<file path="src/verilog/eisc_pkg.sv">
// Package for the external pin interrupt sense and status block.
// Assumes a 32-bit AXI4-Lite register bus and a single 125 MHz clock.
package eisc_pkg;

  // ----------------------------------------------------------------
  // Sizes
  // ----------------------------------------------------------------
  localparam int EISC_PINS = 6;
  localparam int EISC_SEL_W = 2;
  localparam int EISC_ADDR_W = 4;

  // ----------------------------------------------------------------
  // Register byte offsets
  // ----------------------------------------------------------------
  localparam logic [EISC_ADDR_W-1:0] EISC_OFS_TRIG = 4'h0;
  localparam logic [EISC_ADDR_W-1:0] EISC_OFS_FLAGS = 4'h4;
  localparam logic [EISC_ADDR_W-1:0] EISC_OFS_ENAB = 4'h8;
  localparam logic [EISC_ADDR_W-1:0] EISC_OFS_MASK = 4'hC;

  // ----------------------------------------------------------------
  // Field widths and reset values
  // ----------------------------------------------------------------
  localparam int EISC_TRIG_W = 16;
  localparam int EISC_FLAG_W = 8;
  localparam logic [EISC_PINS*EISC_SEL_W-1:0] EISC_TRIG_RST = 12'h000;
  localparam logic [EISC_PINS-1:0] EISC_PIN_RST = 6'h00;

  // AXI responses
  localparam logic [1:0] EISC_RESP_OKAY = 2'h0;
  localparam logic [1:0] EISC_RESP_SLVERR = 2'h2;

  // Trigger codes
  typedef enum logic [1:0] {
    EISC_LOW = 2'h0,
    EISC_FALL = 2'h1,
    EISC_RISE = 2'h2,
    EISC_BOTH = 2'h3
  } eisc_sense_t;

  // Read answer carrier
  typedef struct packed {
    logic [31:0] data;
    logic [1:0] resp;
  } eisc_rd_t;

endpackage

</file>
<file path="src/verilog/eisc_top.sv">
// External interrupt pin sense, status flags and AXI4-Lite registers.
// Assumes pins synchronous to aclk; handling acks come from the CPU side.
//
// Function
// - Two trigger-select bits per pin, pin n bits 2n+1:2n
// - Code 00 requests while pin is low
// - Code 01 requests on falling edge
// - Code 10 requests on rising edge
// - Code 11 requests on both edges
// - Selected condition sets flag n
// - Flag clears by write 0 after reading 1
// - Level mode: handling clears flag if pin high
// - Edge modes: handling clears flag unless a new edge arrives in the same cycle
// - Request forwarded only when pin enabled
// - Detection independent of pin direction
`timescale 1ns/1ps
module eisc_top
  import eisc_pkg::*;
#(
  parameter int PINS = EISC_PINS
) (
  // Clock and reset
  input wire logic aclk,
  input wire logic aresetn,
  // AXI4-Lite write address and data
  input wire logic [EISC_ADDR_W-1:0] s_axi_awaddr,
  input wire logic s_axi_awvalid,
  output logic s_axi_awready,
  input wire logic [31:0] s_axi_wdata,
  input wire logic [3:0] s_axi_wstrb,
  input wire logic s_axi_wvalid,
  output logic s_axi_wready,
  // AXI4-Lite write response
  output logic [1:0] s_axi_bresp,
  output logic s_axi_bvalid,
  input wire logic s_axi_bready,
  // AXI4-Lite read
  input wire logic [EISC_ADDR_W-1:0] s_axi_araddr,
  input wire logic s_axi_arvalid,
  output logic s_axi_arready,
  output logic [31:0] s_axi_rdata,
  output logic [1:0] s_axi_rresp,
  output logic s_axi_rvalid,
  input wire logic s_axi_rready,
  // External interrupt pins and handling acknowledges
  input wire logic [PINS-1:0] ext_int_pin,
  input wire logic [PINS-1:0] handling_ack,
  // Requests toward arbitration, and summary interrupt
  output logic [PINS-1:0] pin_request_q,
  output logic irq_q
);

  // ----------------------------------------------------------------
  // Registers and state
  // ----------------------------------------------------------------
  logic [2*PINS-1:0] trig_q;
  logic [PINS-1:0] flags_q;
  logic [PINS-1:0] seen_one_q;
  logic [PINS-1:0] enab_q;
  logic [PINS-1:0] mask_q;
  logic [PINS-1:0] pin_q;
  logic [PINS-1:0] pin_prev_q;
  logic [PINS-1:0] event_w;
  logic [PINS-1:0] hw_clr_w;
  logic [EISC_ADDR_W-1:0] awaddr_q;
  logic [31:0] wdata_q;
  logic [3:0] wstrb_q;
  logic aw_have_q;
  logic w_have_q;
  logic do_wr;
  logic do_rd;
  eisc_rd_t rd_w;

  // ----------------------------------------------------------------
  // Pin sampling and detection
  // ----------------------------------------------------------------

  // Sample and previous sample; pin direction plays no part
  always_ff @(posedge aclk) begin
    if (!aresetn) begin
      pin_q <= {PINS{1'b1}};
      pin_prev_q <= {PINS{1'b1}};
    end else begin
      pin_q <= ext_int_pin;
      pin_prev_q <= pin_q;
    end
  end

  // Per-pin trigger decode
  genvar g;
  generate
    for (g = 0; g < PINS; g++) begin : g_pin
      eisc_sense_t sel;
      logic fall;
      logic rise;
      assign sel = eisc_sense_t'(trig_q[2*g +: 2]);
      assign fall = pin_prev_q[g] & ~pin_q[g];
      assign rise = ~pin_prev_q[g] & pin_q[g];
      always_comb begin
        case (sel)
          EISC_LOW: event_w[g] = ~pin_q[g];
          EISC_FALL: event_w[g] = fall;
          EISC_RISE: event_w[g] = rise;
          default: event_w[g] = fall | rise;
        endcase
        // Level mode keeps the flag while the pin is still low
        if (sel == EISC_LOW) begin
          hw_clr_w[g] = handling_ack[g] & pin_q[g];
        end else begin
          hw_clr_w[g] = handling_ack[g];
        end
      end
    end
  endgenerate

  // ----------------------------------------------------------------
  // AXI4-Lite slave
  // ----------------------------------------------------------------
  assign do_wr = aw_have_q & w_have_q & ~s_axi_bvalid;
  assign do_rd = s_axi_arvalid & s_axi_arready;

  // Address and data may come in either order
  always_ff @(posedge aclk) begin
    if (!aresetn) begin
      aw_have_q <= 1'b0;
      w_have_q <= 1'b0;
      s_axi_awready <= 1'b0;
      s_axi_wready <= 1'b0;
      awaddr_q <= '0;
      wdata_q <= '0;
      wstrb_q <= '0;
    end else begin
      s_axi_awready <= ~aw_have_q & ~s_axi_awready & ~do_wr;
      s_axi_wready <= ~w_have_q & ~s_axi_wready & ~do_wr;
      if (s_axi_awvalid & s_axi_awready) begin
        aw_have_q <= 1'b1;
        awaddr_q <= s_axi_awaddr;
        s_axi_awready <= 1'b0;
      end else if (do_wr) begin
        aw_have_q <= 1'b0;
      end
      if (s_axi_wvalid & s_axi_wready) begin
        w_have_q <= 1'b1;
        wdata_q <= s_axi_wdata;
        wstrb_q <= s_axi_wstrb;
        s_axi_wready <= 1'b0;
      end else if (do_wr) begin
        w_have_q <= 1'b0;
      end
    end
  end

  // Write response; unmapped addresses answer SLVERR
  always_ff @(posedge aclk) begin
    if (!aresetn) begin
      s_axi_bvalid <= 1'b0;
      s_axi_bresp <= EISC_RESP_OKAY;
    end else if (do_wr) begin
      s_axi_bvalid <= 1'b1;
      if (awaddr_q == EISC_OFS_TRIG || awaddr_q == EISC_OFS_FLAGS ||
          awaddr_q == EISC_OFS_ENAB || awaddr_q == EISC_OFS_MASK) begin
        s_axi_bresp <= EISC_RESP_OKAY;
      end else begin
        s_axi_bresp <= EISC_RESP_SLVERR;
      end
    end else if (s_axi_bready) begin
      s_axi_bvalid <= 1'b0;
    end
  end

  // Control registers; trigger field spans byte lanes 0 and 1, enable and mask sit in lane 0
  always_ff @(posedge aclk) begin
    if (!aresetn) begin
      trig_q <= EISC_TRIG_RST;
      enab_q <= EISC_PIN_RST;
      mask_q <= EISC_PIN_RST;
    end else if (do_wr) begin
      if (awaddr_q == EISC_OFS_TRIG) begin
        if (wstrb_q[0]) trig_q[7:0] <= wdata_q[7:0];
        if (wstrb_q[1]) trig_q[2*PINS-1:8] <= wdata_q[2*PINS-1:8];
      end else if (awaddr_q == EISC_OFS_ENAB) begin
        if (wstrb_q[0]) enab_q <= wdata_q[PINS-1:0];
      end else if (awaddr_q == EISC_OFS_MASK) begin
        if (wstrb_q[0]) mask_q <= wdata_q[PINS-1:0];
      end
    end
  end

  // Flags: set wins over every clear so no event is lost
  always_ff @(posedge aclk) begin
    if (!aresetn) begin
      flags_q <= EISC_PIN_RST;
      seen_one_q <= EISC_PIN_RST;
    end else begin
      for (int i = 0; i < PINS; i++) begin
        if (event_w[i]) begin
          flags_q[i] <= 1'b1;
        end else if (hw_clr_w[i]) begin
          flags_q[i] <= 1'b0;
        end else if (do_wr && awaddr_q == EISC_OFS_FLAGS && wstrb_q[0] &&
                     !wdata_q[i] && seen_one_q[i]) begin
          flags_q[i] <= 1'b0;
        end
        // Arm the clear only after a read that returned one
        if (do_rd && s_axi_araddr == EISC_OFS_FLAGS && flags_q[i]) begin
          seen_one_q[i] <= 1'b1;
        end else if (!flags_q[i] ||
                     (do_wr && awaddr_q == EISC_OFS_FLAGS && wstrb_q[0])) begin
          seen_one_q[i] <= 1'b0;
        end
      end
    end
  end

  // Read mux; unused bits read as zero, software writes them as zero
  always_comb begin
    rd_w.data = '0;
    rd_w.resp = EISC_RESP_OKAY;
    if (s_axi_araddr == EISC_OFS_TRIG) begin
      rd_w.data[2*PINS-1:0] = trig_q;
    end else if (s_axi_araddr == EISC_OFS_FLAGS) begin
      rd_w.data[PINS-1:0] = flags_q;
    end else if (s_axi_araddr == EISC_OFS_ENAB) begin
      rd_w.data[PINS-1:0] = enab_q;
    end else if (s_axi_araddr == EISC_OFS_MASK) begin
      rd_w.data[PINS-1:0] = mask_q;
    end else begin
      rd_w.resp = EISC_RESP_SLVERR;
    end
  end

  // Read channel: one read outstanding
  always_ff @(posedge aclk) begin
    if (!aresetn) begin
      s_axi_arready <= 1'b0;
      s_axi_rvalid <= 1'b0;
      s_axi_rdata <= '0;
      s_axi_rresp <= EISC_RESP_OKAY;
    end else begin
      s_axi_arready <= ~s_axi_arready & ~s_axi_rvalid & ~do_rd;
      if (do_rd) begin
        s_axi_rvalid <= 1'b1;
        s_axi_rdata <= rd_w.data;
        s_axi_rresp <= rd_w.resp;
        s_axi_arready <= 1'b0;
      end else if (s_axi_rready) begin
        s_axi_rvalid <= 1'b0;
      end
    end
  end

  // ----------------------------------------------------------------
  // Outputs
  // ----------------------------------------------------------------

  // Request only while the pin is enabled
  always_ff @(posedge aclk) begin
    if (!aresetn) begin
      pin_request_q <= '0;
      irq_q <= 1'b0;
    end else begin
      pin_request_q <= flags_q & enab_q;
      irq_q <= |(flags_q & mask_q);
    end
  end
endmodule

</file>
<file path="config.mk">
export PLATFORM = sky130hd
export DESIGN_NAME = eisc_top
export DESIGN_NICKNAME = d
export VERILOG_FILES = /design/src/verilog/eisc_pkg.sv /design/src/verilog/eisc_top.sv
export SDC_FILE = /design/constraint.sdc
export NUM_CORES = 1
export LEC_CHECK = 0
export ABC_CLOCK_PERIOD_IN_PS = 1700
export BUFFER_PORTS_ARGS = -buffer_cell sky130_fd_sc_hd__buf_2
export CAP_MARGIN = 10
export CORE_MARGIN = 2
export CORE_UTILIZATION = 52
export DETAILED_ROUTE_END_ITERATION = 7
export PLACE_DENSITY_LB_ADDON = 0.15
export SETUP_SLACK_MARGIN = 0.5
export SLEW_MARGIN = 30
export SYNTH_ARGS = -nofsm -noshare
export SYNTH_HDL_FRONTEND = slang
export SYNTH_SLANG_ARGS = --single-unit
export TNS_END_PERCENT = 100
</file>
<file path="constraint.sdc">
create_clock -name aclk -period 1.7 [get_ports aclk]
set_input_delay 0 -clock aclk [delete_from_list [all_inputs] [get_ports aclk]]
set_output_delay 0 -clock aclk [all_outputs]
set_load 0.02 [all_outputs]
</file>
==> impl_metrics.json <==
{
  "worst_pin_slew_ps": 692,
  "cp.required_ps": 1920,
  "place_hpwl_um": 6530,
  "synth_top_area_share_pct": 46.2,
  "synthMuxAreaShare_pct": 5.97,
  "n_antenna_cell": 0,
  "synth_top_family_by_area": "simple AND/OR/NAND/NOR gates",
  "post-route-period-util_pct": 83.4,
  "r2r_start": "awaddr_q[0]",
  "slew_headroom_pct": 53.7,
  "critPathKind": "register to register",
  "layout_min_cycle_time_ps": 1420,
  "drcViolationCount": 0,
  "via_per_inst": 5.22,
  "syn_area_per_cell_um2": 8.79,
  "clock-root-buffer": "clkbuf_8",
  "drive_above_1_share_pct": 29.1,
  "synthXorXnorAreaFrac_pct": 0,
  "r2r_cells": 3,
  "hold_violations": 0,
  "ys.flop_type": "dfxtp_1",
  "power_density_nw_per_um2": 840,
  "syn_area_um2": 4070,
  "area_growth_pct": 31.7,
  "crit_arrival_ps": 1640,
  "num_io_pins": 111,
  "dp_cells": 618,
  "preCtsSetupSlack_ps": 153,
  "setup_slack_ps": 282,
  "synth_edf_count": 0,
  "worstSetupStartpointType": "register",
  "wl_per_cell_um": 14.5,
  "startpoint": "awaddr_q[0]",
  "path_clk_slew_ps": 90,
  "seq_area_frac_synth_pct": 46.2,
  "fmax_mhz": 705,
  "min_from": "s_axi_araddr[1]",
  "insertion_delay_ps": 360,
  "die_area_um2": 8550,
  "vias": 3568,
  "hold_depth": 3,
  "finalSetupViolCount": 0,
  "dpl-instance-area_um2": 4470,
  "fin_nets": 651,
  "synth_cell_types": 40,
  "cts.sinks": 94,
  "fillers": 623,
  "crit_fanout": 6,
  "row_count": 32,
  "ant_nets": 0,
  "ff2ff_setup_slack_ps": 280,
  "skew_ps": 10.3,
  "dieWidth_um": 92.5,
  "synthSimpleGateAreaFrac_pct": 19.5,
  "rsz0062_at_grt": "true",
  "antenna_found_initial": 0,
  "syn-instance-count": 463,
  "cts_buffers": 9,
  "grt_pass1_wl_um": 16200,
  "portBuffers": 66,
  "ys.warnings.count": 0,
  "drtPass1Iterations": 4,
  "stdcell_count": 683,
  "timing.max_cap.violations": 0,
  "grt_pass1_vias": 3398,
  "synth_compound_area_share_pct": 15.1,
  "die_h_um": 92.5,
  "grt_max_degree": 34,
  "end_kind": "register",
  "start_util_pct": 53.2,
  "status": "complete, no violations",
  "ir_drop_v": 0.000523,
  "clock_path_buffers": 2,
  "drtIter0Drc": 249,
  "leakagePower_nw": 2.17,
  "yosys_register_bits": 94,
  "holdCritPathClass": "input port to register",
  "tns_ps": 0,
  "synthAdderAreaFrac_pct": 3.69,
  "final_cell_area_um2": 5360,
  "grt.overflow.total": 0,
  "ys_async_sr_fraction_pct": 0,
  "htree_levels": 3,
  "yosys.area.top_type": "dfxtp_1",
  "globalplace.congestion": 0.821,
  "tritoncts": "built",
  "yosys-top-cells-area": "dfxtp_1 (46%), a21oi_1 (6.5%), nand2_1 (6.2%)",
  "gr-usage-all-layers_pct": 23.9,
  "core_area_um2": 7650,
  "drt-total-wl_um": 9900,
  "maxSlewViolCount": 0
}
==> sequential cells by signal, indices dropped and copies added (netlist names), 4 cells and up <==
name / count
awaddr_q: 4
flags_q: 6
wdata_q: 12
mask_q: 6
pin_q: 6
pin_prev_q: 6
trig_q: 12
s_axi_rdata: 12
pin_request_q: 6
enab_q: 6
seen_one_q: 6
==> layout make-up <==
type                            instances  area, um^2  share of cell area [%]
Multi-Input combinational cell        313        2070                    38.7
Sequential cell                        94        1900                    35.5
Timing Repair Buffer                  125         898                    16.8
Clock buffer                           10         138                    2.57
Tap cell                              102         128                    2.38
Inverter                               33         124                    2.31
Clock inverter                          6        93.8                    1.75
==> repair_timing <==
| item | in CTS | in global routing |
|---|---|---|
| hold buffers | 34 | 0 |
| endpoints found under the hold margin | 33 | 0 |
| pin swaps | 10 | 11 |
| setup buffers | 14 | 0 |
| cloned | 1 | 0 |
| resized for setup | 57 | 13 |
| endpoints found under the setup margin | 36 | 38 |
==> worst paths after layout <==
check,endpoint
worst max-delay path,flags_q[4]
worst min-delay path,s_axi_rresp[1]
worst max register to register,flags_q[4]
worst min register to register,s_axi_rdata[6]
==> metrics by stage <==
stage	power, W	util [%]	hold WS (ps)
final	0.00450	70.1	5.82
after global routing	0.00467	70.1	16.5
after CTS	0.00452	69.4	13.0
after detailed placement	0.00275	58.4	184
after global placement	0.00274	58.4	186
after floorplan	0.00265	-	101
==> critical path, stage by stage (launching register included) <==
cell	delay, ps
dfxtp_4	370
or4b_4	620
nor4_4	190
o32ai_2	100
==> report_power, final <==
part | leakage (nW) | internal (W) | total [W] | switching, W
Clock | 0.113 | 0.000879 | 0.00168 | 0.000801
Combinational | 1.29 | 0.000227 | 0.000504 | 0.000278
Sequential | 0.766 | 0.00226 | 0.00232 | 0.0000624
Total | 2.17 | 0.00336 | 0.00450 | 0.00114
==> kinds of logic after synthesis <==
logic type,after synthesis
fa+ha+maj,12
mux,16
compound gates,112
other cells,1
buf+inv,78
flops,94
simple gates,150
==> placed cells by master (no fill, tap or decap), drive strengths merged <==
master / n
nor4b: 1
clkinvlp: 1
a22oi: 9
and2: 3
nor3b: 1
mux4: 6
nand3: 32
dlygate4sd3: 34
ha: 12
mux2i: 4
clkbuf: 10
inv: 34
or4: 2
nand4b: 1
and4bb: 1
nand2: 67
conb: 22
a21oi: 53
and4b: 1
a21boi: 1
o32ai: 6
o21ai: 40
clkinv: 2
and3: 7
bufinv: 2
a211oi: 2
nand2b: 13
nor3: 4
or4b: 3
dfxtp: 94
a31oi: 1
or4bb: 1
nor2: 5
mux2: 6
nor4: 8
and3b: 1
buf: 91
==> routing by layer <==
layer	share of wire [%]	track usage, %	wire [um]	vias up
met3	6.5	4.39	647	15
met4	1.8	7.09	174	0
met2	48	40.9	4780	110
met1	43	30.9	4300	1659
met5	0	0	0	-
li1	-	-	-	1784
==> cells in the mapped netlist, drive strengths merged (8+ instances only) <==
cell type / count
nand2: 67
a22oi: 9
inv: 33
ha: 12
a21oi: 53
clkbuf: 18
dfxtp: 94
nand3: 32
o21ai: 40
buf: 27
nand2b: 13
nor4: 8
Note: power is estimated with default switching activity, not from simulation.
